<file path="config.mk">
export PLATFORM = sky130hd
export DESIGN_NAME = riv_top
export DESIGN_NICKNAME = d
export VERILOG_FILES = /design/src/verilog/riv_pkg.sv /design/src/verilog/riv_sync2.sv /design/src/verilog/riv_valid_cell.sv /design/src/verilog/riv_top.sv
export SDC_FILE = /design/constraint.sdc
export NUM_CORES = 1
export LEC_CHECK = 0
export BUFFER_PORTS_ARGS = -buffer_cell sky130_fd_sc_hd__buf_2
export CAP_MARGIN = 5
export CORE_ASPECT_RATIO = 1.75
export CORE_MARGIN = 2
export CORE_UTILIZATION = 25
export CTS_CLUSTER_DIAMETER = 200
export DETAILED_ROUTE_END_ITERATION = 7
export HOLD_SLACK_MARGIN = 0.1
export PLACE_DENSITY_LB_ADDON = 0.25
export SLEW_MARGIN = 20
export SYNTH_ARGS = -nofsm -noshare
export SYNTH_HDL_FRONTEND = slang
export SYNTH_SLANG_ARGS = --single-unit
</file>
<file path="constraint.sdc">
create_clock -name ref_clk_i -period 4.65 [get_ports ref_clk_i]
set_input_delay 0.465 -clock ref_clk_i [delete_from_list [all_inputs] [get_ports ref_clk_i]]
set_output_delay 0.465 -clock ref_clk_i [all_outputs]
set_load 0.05 [all_outputs]
</file>
<file path="src/verilog/riv_pkg.sv">
/*
 * Shared constants and types for the reference input validity status block.
 * Assumes a single 10 MHz clock domain and a simple strobe register port.
 */
package riv_pkg;

	localparam int          NUM_INPUTS   = 14;
	localparam int          LOW_COUNT    = 8;
	localparam int          HIGH_COUNT   = 6;
	localparam int          ADDR_W       = 8;
	localparam int          DATA_W       = 8;

	// Register offsets
	localparam logic [7:0]  OFS_VALID_LO = 8'h00;
	localparam logic [7:0]  OFS_VALID_HI = 8'h01;
	localparam logic [7:0]  OFS_IRQ_STS  = 8'h02;
	localparam logic [7:0]  OFS_IRQ_STS2 = 8'h03;
	localparam logic [7:0]  OFS_IRQ_MSK  = 8'h04;
	localparam logic [7:0]  OFS_IRQ_MSK2 = 8'h05;

	localparam logic [7:0]  RST_VALID    = 8'h00;
	localparam logic [7:0]  RST_MASK     = 8'h00;
	localparam logic [7:0]  UNMAPPED_VAL = 8'h00;

	// Alarm set per input
	typedef struct packed {
		logic soft_oob;
		logic hard_oob;
		logic no_activity;
		logic phase_lock;
	} riv_alarm_t;

	typedef struct packed {
		logic [ADDR_W-1:0] addr;
		logic [DATA_W-1:0] wdata;
		logic              wr;
		logic              rd;
	} riv_bus_req_t;

endpackage : riv_pkg

</file>
<file path="src/verilog/riv_sync2.sv">
/*
 * Two-flop synchroniser for a bus of asynchronous levels.
 * Assumes inputs come from outside the ref_clk_i domain.
 */
`timescale 1ns/10ps
module riv_sync2 #(
	parameter int W = 1
) (
	input  wire logic         ref_clk_i, // Clock
	input  wire logic         reset_i,   // Sync reset, active high
	input  wire logic [W-1:0] async_i,   // Asynchronous levels
	output logic      [W-1:0] sync_o     // Synchronised levels
);
	logic [W-1:0] meta;

	always_ff @(posedge ref_clk_i) begin
		if (reset_i) begin
			meta   <= '0;
			sync_o <= '0;
		end else begin
			meta   <= async_i;
			sync_o <= meta;
		end
	end
endmodule : riv_sync2

</file>
<file path="src/verilog/riv_valid_cell.sv">
/*
 * Validity decision for one reference input.
 * Assumes alarm flags are already in the ref_clk_i domain.
 */
`timescale 1ns/10ps
module riv_valid_cell (
	input  wire riv_pkg::riv_alarm_t alarm_i, // Alarm flags of one input
	output logic                     valid_o  // High when input is valid
);
	// Soft frequency alarm alone keeps the input valid
	assign valid_o = ~(alarm_i.hard_oob | alarm_i.no_activity | alarm_i.phase_lock);
endmodule : riv_valid_cell

</file>
<file path="src/verilog/riv_top.sv">
/*
 * Reference input validity status registers with change interrupts.
 * Assumes alarm flags arrive asynchronously and a single-cycle strobe master.
 */
`timescale 1ns/10ps
module riv_top (
	input  wire logic                                    ref_clk_i, // 10 MHz clock
	input  wire logic                                    reset_i,   // Sync reset, active high
	input  wire riv_pkg::riv_alarm_t [riv_pkg::NUM_INPUTS-1:0] alarm_i, // Per-input alarms
	input  wire logic [riv_pkg::ADDR_W-1:0]              addr_i,    // Register address
	input  wire logic [riv_pkg::DATA_W-1:0]              wdata_i,   // Write data
	input  wire logic                                    wr_i,      // Write strobe
	input  wire logic                                    rd_i,      // Read strobe
	output logic      [riv_pkg::DATA_W-1:0]              rdata_o,   // Read data, next cycle
	output logic      [riv_pkg::NUM_INPUTS-1:0]          valid_o,   // Registered validity
	output logic                                         irq_o      // Level interrupt
);
	localparam int N = riv_pkg::NUM_INPUTS;

	riv_pkg::riv_alarm_t [N-1:0] alarm_s;
	logic                [N-1:0] valid_comb;
	logic                [N-1:0] valid_q;
	logic                [N-1:0] valid_d1;
	logic                [N-1:0] irq_sts;
	logic                [N-1:0] irq_msk;
	logic                [N-1:0] change_ev;
	logic                [N-1:0] clr_bits;
	logic                [N-1:0] next_sts;
	logic                [N-1:0] next_msk;
	logic                        primed;
	logic [riv_pkg::DATA_W-1:0]  next_rdata;
	logic [riv_pkg::DATA_W-1:0]  reg_lo;
	logic [riv_pkg::DATA_W-1:0]  reg_hi;
	logic                        sel_lo;
	logic                        sel_hi;
	logic                        sel_sts;
	logic                        sel_sts2;
	logic                        sel_msk;
	logic                        sel_msk2;

	riv_sync2 #(
		.W($bits(alarm_i))
	) u_sync (
		.ref_clk_i(ref_clk_i),
		.reset_i  (reset_i),
		.async_i  (alarm_i),
		.sync_o   (alarm_s)
	);

	genvar g;
	generate
		for (g = 0; g < N; g++) begin : g_cell
			riv_valid_cell u_cell (
				.alarm_i(alarm_s[g]),
				.valid_o(valid_comb[g])
			);
		end
	endgenerate

	// Address decode
	assign sel_lo   = (addr_i == riv_pkg::OFS_VALID_LO);
	assign sel_hi   = (addr_i == riv_pkg::OFS_VALID_HI);
	assign sel_sts  = (addr_i == riv_pkg::OFS_IRQ_STS);
	assign sel_sts2 = (addr_i == riv_pkg::OFS_IRQ_STS2);
	assign sel_msk  = (addr_i == riv_pkg::OFS_IRQ_MSK);
	assign sel_msk2 = (addr_i == riv_pkg::OFS_IRQ_MSK2);

	assign reg_lo = valid_q[riv_pkg::LOW_COUNT-1:0];
	assign reg_hi = {2'h0, valid_q[N-1:riv_pkg::LOW_COUNT]};

	assign next_rdata = !rd_i    ? riv_pkg::UNMAPPED_VAL :
	                    sel_lo   ? reg_lo :
	                    sel_hi   ? reg_hi :
	                    sel_sts  ? irq_sts[7:0] :
	                    sel_sts2 ? {2'h0, irq_sts[N-1:8]} :
	                    sel_msk  ? irq_msk[7:0] :
	                    sel_msk2 ? {2'h0, irq_msk[N-1:8]} :
	                    riv_pkg::UNMAPPED_VAL;

	// Validity change events, write-one-to-clear with set priority
	assign change_ev = primed ? (valid_q ^ valid_d1) : '0;
	assign clr_bits  = !wr_i    ? '0 :
	                   sel_sts  ? {6'h00, wdata_i} :
	                   sel_sts2 ? {wdata_i[5:0], 8'h00} :
	                   '0;
	assign next_sts  = (irq_sts & ~clr_bits) | change_ev;
	assign next_msk  = !wr_i    ? irq_msk :
	                   sel_msk  ? {irq_msk[N-1:8], wdata_i} :
	                   sel_msk2 ? {wdata_i[5:0], irq_msk[7:0]} :
	                   irq_msk;

	// Live tracking; validity registers take no write
	always_ff @(posedge ref_clk_i) begin
		if (reset_i) begin
			valid_q  <= '0;
			valid_d1 <= '0;
			primed   <= 1'b0;
		end else begin
			valid_q  <= valid_comb;
			valid_d1 <= valid_q;
			primed   <= 1'b1;
		end
	end

	always_ff @(posedge ref_clk_i) begin
		if (reset_i) begin
			irq_sts <= '0;
			irq_msk <= '0;
			rdata_o <= riv_pkg::RST_VALID;
			valid_o <= '0;
			irq_o   <= 1'b0;
		end else begin
			irq_sts <= next_sts;
			irq_msk <= next_msk;
			rdata_o <= next_rdata;
			valid_o <= valid_comb;
			irq_o   <= |(next_sts & next_msk);
		end
	end

	// Validity decision
	property p_hard_invalid;
		@(posedge ref_clk_i) disable iff (reset_i)
		alarm_s[0].hard_oob |=> !valid_q[0];
	endproperty
	a_hard_invalid: assert property (p_hard_invalid)
		else $error("hard alarm did not invalidate input 1");

	property p_soft_only;
		@(posedge ref_clk_i) disable iff (reset_i)
		(alarm_s[9] == 4'h8) |=> valid_q[9];
	endproperty
	a_soft_only: assert property (p_soft_only)
		else $error("soft-only alarm invalidated input 10");

	property p_soft_hard;
		@(posedge ref_clk_i) disable iff (reset_i)
		(alarm_s[7].soft_oob && alarm_s[7].hard_oob) |=> !valid_q[7];
	endproperty
	a_soft_hard: assert property (p_soft_hard)
		else $error("soft alarm masked a hard alarm on input 8");

	property p_noact_invalid;
		@(posedge ref_clk_i) disable iff (reset_i)
		alarm_s[4].no_activity |=> !valid_q[4];
	endproperty
	a_noact_invalid: assert property (p_noact_invalid)
		else $error("activity alarm did not invalidate input 5");

	property p_lock_invalid;
		@(posedge ref_clk_i) disable iff (reset_i)
		alarm_s[11].phase_lock |=> !valid_q[11];
	endproperty
	a_lock_invalid: assert property (p_lock_invalid)
		else $error("phase lock alarm did not invalidate input 12");

	property p_polarity;
		@(posedge ref_clk_i) disable iff (reset_i)
		(alarm_s[13] == 4'h0) |=> valid_o[13];
	endproperty
	a_polarity: assert property (p_polarity)
		else $error("alarm-free input 14 not valid");

	property p_valid_track;
		@(posedge ref_clk_i) disable iff (reset_i)
		!$past(reset_i) |-> valid_q == $past(valid_comb);
	endproperty
	a_valid_track: assert property (p_valid_track)
		else $error("validity did not follow alarms");

	property p_valid_o_match;
		@(posedge ref_clk_i) disable iff (reset_i)
		valid_o == valid_q;
	endproperty
	a_valid_o_match: assert property (p_valid_o_match)
		else $error("validity output differs from register");

	// Register reads
	property p_lo_read;
		@(posedge ref_clk_i) disable iff (reset_i)
		(rd_i && sel_lo) |=> rdata_o == $past(valid_q[7:0]);
	endproperty
	a_lo_read: assert property (p_lo_read)
		else $error("low register read mismatch");

	property p_hi_read;
		@(posedge ref_clk_i) disable iff (reset_i)
		(rd_i && sel_hi) |=> rdata_o[7:6] == 2'h0 && rdata_o[5:0] == $past(valid_q[13:8]);
	endproperty
	a_hi_read: assert property (p_hi_read)
		else $error("high register read mismatch");

	property p_unmapped_zero;
		@(posedge ref_clk_i) disable iff (reset_i)
		(rd_i && (addr_i > riv_pkg::OFS_IRQ_MSK2)) |=> rdata_o == 8'h00;
	endproperty
	a_unmapped_zero: assert property (p_unmapped_zero)
		else $error("unmapped read not zero");

	property p_rdata_idle;
		@(posedge ref_clk_i) disable iff (reset_i)
		!rd_i |=> rdata_o == 8'h00;
	endproperty
	a_rdata_idle: assert property (p_rdata_idle)
		else $error("read data not zero outside a read");

	property p_sts_read;
		@(posedge ref_clk_i) disable iff (reset_i)
		(rd_i && sel_sts) |=> rdata_o == $past(irq_sts[7:0]);
	endproperty
	a_sts_read: assert property (p_sts_read)
		else $error("status read mismatch");

	property p_msk_read;
		@(posedge ref_clk_i) disable iff (reset_i)
		(rd_i && sel_msk2) |=> rdata_o == {2'h0, $past(irq_msk[13:8])};
	endproperty
	a_msk_read: assert property (p_msk_read)
		else $error("high mask read mismatch");

	// Register writes
	property p_wr_ignored;
		@(posedge ref_clk_i) disable iff (reset_i)
		(wr_i && (sel_lo || sel_hi) && $stable(valid_comb)) |=> valid_q == $past(valid_comb);
	endproperty
	a_wr_ignored: assert property (p_wr_ignored)
		else $error("write disturbed validity");

	property p_msk_write;
		@(posedge ref_clk_i) disable iff (reset_i)
		(wr_i && sel_msk) |=> irq_msk[7:0] == $past(wdata_i);
	endproperty
	a_msk_write: assert property (p_msk_write)
		else $error("low mask write lost");

	property p_msk_write2;
		@(posedge ref_clk_i) disable iff (reset_i)
		(wr_i && sel_msk2) |=> irq_msk[13:8] == $past(wdata_i[5:0]);
	endproperty
	a_msk_write2: assert property (p_msk_write2)
		else $error("high mask write lost");

	// Change events and interrupt
	property p_irq_set;
		@(posedge ref_clk_i) disable iff (reset_i)
		(primed && (valid_q[3] != valid_d1[3])) |=> irq_sts[3];
	endproperty
	a_irq_set: assert property (p_irq_set)
		else $error("validity change not latched");

	property p_sts_sticky;
		@(posedge ref_clk_i) disable iff (reset_i)
		(irq_sts[2] && !(wr_i && sel_sts && wdata_i[2])) |=> irq_sts[2];
	endproperty
	a_sts_sticky: assert property (p_sts_sticky)
		else $error("status bit dropped without clear");

	property p_sts_clear;
		@(posedge ref_clk_i) disable iff (reset_i)
		(wr_i && sel_sts && wdata_i[0] && !change_ev[0]) |=> !irq_sts[0];
	endproperty
	a_sts_clear: assert property (p_sts_clear)
		else $error("status bit not cleared by write");

	property p_set_wins;
		@(posedge ref_clk_i) disable iff (reset_i)
		(wr_i && sel_sts2 && wdata_i[1] && change_ev[9]) |=> irq_sts[9];
	endproperty
	a_set_wins: assert property (p_set_wins)
		else $error("clear beat a same-cycle event");

	property p_irq_out;
		@(posedge ref_clk_i) disable iff (reset_i)
		irq_o == |(irq_sts & irq_msk);
	endproperty
	a_irq_out: assert property (p_irq_out)
		else $error("interrupt output mismatch");

	property p_irq_masked;
		@(posedge ref_clk_i) disable iff (reset_i)
		(irq_msk == '0 && !wr_i) |=> !irq_o;
	endproperty
	a_irq_masked: assert property (p_irq_masked)
		else $error("interrupt raised while fully masked");

endmodule : riv_top

</file>
== Yosys cells after proc, flatten, opt, wreduce, memory -nomap -nowiden ==
Index checks and enable logic that the tools add are counted.
Widths: inputs -> output; s select.
Storage, ports and cells
  bits of input ports: 76
  output and inout bits: 23
  register bits: 176
  logic and storage cells: 79
Operators by class
  multiplexer cells: 14
  reductions and logical operators: 3
  equal/unequal tests: 5
  bitwise logic cells: 48
Operator list (count)
  $mux 14: 7
  $mux 8: 5
  $and 14x14->14: 2
  $or 1x1->1: 28
  $eq 8x2->1 const B: 2
  $eq 8x3->1 const B: 2
  $not 1->1: 15
  $not 14->14: 1
  $or 14x14->14: 1
  $reduce_or 14->1: 1
  $xor 14x14->14: 1
  $eq 8x1->1 const B: 1
  $logic_not 8->1: 1
  $mux 6: 1
  $reduce_or 2->1: 1
  $mux 1: 1

== Depth between registers and ports, before layout ==
  depth after elaboration: 9
  mapped depth: 7
  mapped depth without buffers: 5

== Cells and area by module ==
A second synthesis with hierarchy kept.
Unflattened totals
  cell total of the unflattened synthesis: 532
  area, all modules: 5868.1 sq um
Modules (own cells, without submodules)
  riv_sync2: sequential area each 2242.2 sq um, area an instance 3022.9 sq um, cells each 236, instances 1
  riv_top: sequential area each 1321.3 sq um, area an instance 2705.1 sq um, cells each 282, instances 1
  riv_valid_cell: sequential area each 0.0 sq um, area an instance 10.0 sq um, cells each 1, instances 14

== Least setup slack after synthesis ==
OpenSTA, ideal clock, no wires.
  kind: input to register
  start: input port addr_i[4] (netlist name)
  end: register irq_o
  setup time: 0.143 ns
  arrival time: 2.166 ns
  stages: 6
  data required time: 4.507 ns
  path slack: 2.341 ns
  path buffers: 1
  path through: or4_4 -> buf_6 -> nor3_2 -> mux2_2 -> a2111oi_2 -> a41oi_1
Between the ends
  cells in the longest elaborated chain, start to end: 9
  elaborated cells between the ends (all ways): 15
  those cells by class: eq/ne (4); mux (6); bitwise (4); reduce/logical (1)
RTL lines
  from (decl): RTL line riv_top.sv:10  | input wire logic [riv_pkg::ADDR_W-1:0] addr_i,
  $eq 8x2->1: RTL line riv_top.sv:64  | assign sel_sts2 = (addr_i == riv_pkg::OFS_IRQ_STS2);
  $mux 14: RTL line riv_top.sv:84  | sel_sts2 ? {wdata_i[5:0], 8'h00} :
  $mux 14: RTL line riv_top.sv:83  | sel_sts ? {6'h00, wdata_i} :
  $mux 14: RTL line riv_top.sv:82  | assign clr_bits = !wr_i ? '0 :
  $not 14->14: RTL line riv_top.sv:86  | assign next_sts = (irq_sts & ~clr_bits) | change_ev;
  $and 14x14->14: RTL line riv_top.sv:86
  $or 14x14->14: RTL line riv_top.sv:86
  $and 14x14->14 (*): RTL line riv_top.sv:117  | irq_o <= |(next_sts & next_msk);
  $reduce_or 14->1 (*): RTL line riv_top.sv:117
  to (signal assigned): RTL line riv_top.sv:117
  to (decl): RTL line riv_top.sv:16  | output logic irq_o
Every way passes the cells marked *; elsewhere a longest branch is shown, timed or not.
A chain may end at the register's enable or synchronous reset.

== Worst setup path after layout ==
  start: input port addr_i[0] (netlist name)
  end: register irq_o
The elaborated chain is that of the path after synthesis.

==> flow_summary.ini <==
[route]
ant_nets = 0
drt-initial-drc-count = 120
dr.pass1.iters = 7
vias = 3688
drc = 14
routed_wl_um = 12100
routedWlPerCell_um = 14.7
via_per_inst = 4.48

[layout]
multi_input_area_um2 = 2050
area_growth_pct = 22.8
drive_above_1_share_pct = 24.0
nets = 637
postLayoutCellArea_um2 = 6400
seq_area_um2 = 3000
nFillCells = 2128

[floorplan]
coreArea_um2 = 20400
core.rowCount = 69
ios = 99
die_w_um = 113
die_h_um = 195
die-area_um2 = 22100
start_util_pct = 25.6

[grt]
grt_max_degree = 80
grt_pass1_wl_um = 18900
grt_pass1_vias = 3663
grt_util_all_layers_pct = 11.2
overflow = 0
grt_antenna_before_repair = 1

[status]
status = complete, but fails checks
violations = design-rule violations

[timing]
hold_viol_final = 0
max_slew.worst_pin.slew_ns = 0.992
setup_viol = 0
finalWorstSetupSlack_ns = 2.05
rsz0062_at_grt = no
tns_ns = 0
relSlewSlack_pct = 32.9
slew_violations = 0
max_freq_mhz = 385
fin_crit_sh_pct = 55.8
finalClockSkew_ns = 0.00808
layout_min_cycle_time_ns = 2.60

[power_and_ir_drop]
power-per-cell-area_nw_per_um2 = 459
p_leak_nw = 2.53
vdd_drop_max_v = 0.000236

[clock_network]
ctsHtreeMaxLevel = 4
clk-insertion-delay-late_ns = 0.43
cts.sinks = 150
cts_resized = 0
cts-root-buf = clkbuf_16
cts_tree = done
cts_hold_buf = 0
cts_buffers = 17
postCtsSetupRepairBufs = 0
clockBufferDepth = 2
clk_pin_slew_ns = 0.07

[synthesis]
synth_area_leader_cell = dfxtp_1
syn-instance-count = 487
yosys_warnings = 0
async_flop_share_pct = 0
ys_ff_latch = 150
yosysUniqueCellTypes = 46
synth_area_leaders = dfxtp_1 (58%), nor2b_1 (12%), a21oi_1 (2.7%)
synth-edff-count = 0
synthesis.nets = 563
yosysSeqAreaShare_pct = 57.6
syn_avg_cell_area_um2 = 10.7
ys.flop_type = dfxtp_1
synth_top_area_share_pct = 57.6
syn_area_um2 = 5210

[worst_setup_path]
setup.worst_path.start_class = input pin
path_cells = buf_2, or3b_1, o41ai_1, a22oi_1, a2111oi_1, a41oi_1
critPathKind = in2reg
cp_num_buf_inv = 1
max_stage_delay_ns = 0.73
endpoint_kind = flip-flop
worstPathMaxFanout = 23
crit_arrival_ns = 2.86
cp_slowest_cell = or3b_1
cpLargestDelayFamily = compound AO/OA/AOI/OAI gates
cp_data_required_time_ns = 4.92

[run]
max_cap_violations = 0

[placed_design]
dpl_cell_area_um2 = 5810
place_ws_ns = 1.64
port_buffers = 84
gp_congestion = 0.878
detailed_place_hpwl_um = 8510

[hold_path]
hp-class = in2reg
-- Yosys cell counts (2+ instances only) --
cell type	number
dfxtp_1	150
nor2b_1	99
nand2_1	32
a21oi_1	28
clkbuf_1	22
nor4_1	17
xor2_1	14
nand4_1	11
o21ai_0	11
a22oi_1	10
mux2i_1	10
mux2_2	9
o31ai_1	9
nor2_1	6
o41ai_1	6
o211ai_1	5
and2_1	4
nand4b_1	4
o41ai_2	4
buf_2	3
buf_6	3
a2111oi_2	2
and4b_1	2
buf_1	2
inv_1	2
nor3_1	2
-- state kept, by name, indices dropped and copies added (netlist names) --
signal / count
irq_msk: 14
irq_o: 1
irq_sts: 14
primed: 1
rdata_o: 8
u_sync.meta: 42
u_sync.sync_o: 42
valid_d1: 14
valid_o: 14
-- kinds of logic (layout without fill, tap and decap cells) --
group / after synthesis / count (layout) / synth area share (%)
xor gates and xnor gates: 14 / 14 / 2.35
muxes: 19 / 19 / 3.86
DFF: 150 / 150 / 57.6
buffers and inverters: 34 / 121 / 3.02
other: 0 / 1 / 0
and+or+nand+nor: 187 / 187 / 21.4
AOI/OAI and AO/OA: 83 / 83 / 11.8
-- layout make-up --
| class | count | share of cell area [%] |
|---|---|---|
| Inverter | 3 | 0.176 |
| Clock buffer | 17 | 6.65 |
| Multi-Input combinational cell | 303 | 32.1 |
| Sequential cell | 150 | 46.9 |
| Timing Repair Buffer | 86 | 6.84 |
| Clock inverter | 15 | 2.44 |
| Tap cell | 248 | 4.85 |
| Antenna cell | 1 | 0.0391 |
-- worst reg2reg max path, cell delays in order, from the launching register on --
cell and delay, ns:
dfxtp_1 0.34, xor2_1 0.20, a2111oi_0 0.61, o32a_1 0.31, a41oi_1 0.12
-- report_power, final --
part | internal (W) | switching [W]
clock | 0.000758 | 0.000580
combinational | 0.0000841 | 0.000134
sequential | 0.00135 | 0.0000314
-- stage by stage --
stage | total power (W) | std cells | hold WS (ns) | utilization, %
2_1_floorplan | 0.00155 | 487 | 0.368 | -
3_3_place_gp | 0.00163 | 790 | 0.370 | 28.5
3_5_place_dp | 0.00163 | 790 | 0.372 | 28.5
4_1_cts | 0.00299 | 822 | 0.219 | 31.4
5_1_grt | 0.00306 | 822 | 0.228 | 31.4
6_report | 0.00294 | 823 | 0.242 | 31.4
-- routing by layer --
layer  vias up  share of wire, %  track usage [%]
met4         0               4.5             7.77
met3        32               6.0             3.29
met5         -                 0                0
li1       1851                 -                -
met1      1678                37             11.3
met2       127                52             19.6
-- worst paths after layout --
path | endpoint | depth (start not counted) | slack [ns] | startpoint
worst min register to register | valid_o[0]$_SDFF_PP0_ | 1 | 0.38 | u_sync.sync_o[0]$_SDFF_PP0_
worst min-delay path | u_sync.meta[29]$_SDFF_PP0_ | 2 | 0.24 | alarm_i[29]
worst max-delay path | irq_o$_SDFF_PP0_ | 6 | 2.05 | addr_i[0]
worst max register to register | irq_o$_SDFF_PP0_ | 4 | 2.91 | valid_o[10]$_SDFF_PP0_
-- cell usage in the layout (no fill, tap or decap), types with 2 or more instances in the layout --
master and instances:
o211ai_1 5, nand4b_1 4, nor4_1 17, clkinvlp_4 3, a22oi_1 10, o41ai_2 4, and4b_1 2, o41ai_1 6
nor3_1 2, mux2_2 9, dfxtp_1 150, nand2_1 32, inv_1 2, inv_8 3, mux2i_1 10, o31ai_1 9
nor2_1 6, and2_1 4, buf_4 3, clkbuf_16 17, a2111oi_2 2, buf_2 83, nand4_1 11, xor2_1 14
o21ai_0 11, a21oi_1 28, inv_6 7, nor2b_1 99
No activity file was read; power rests on OpenSTA's default activity.
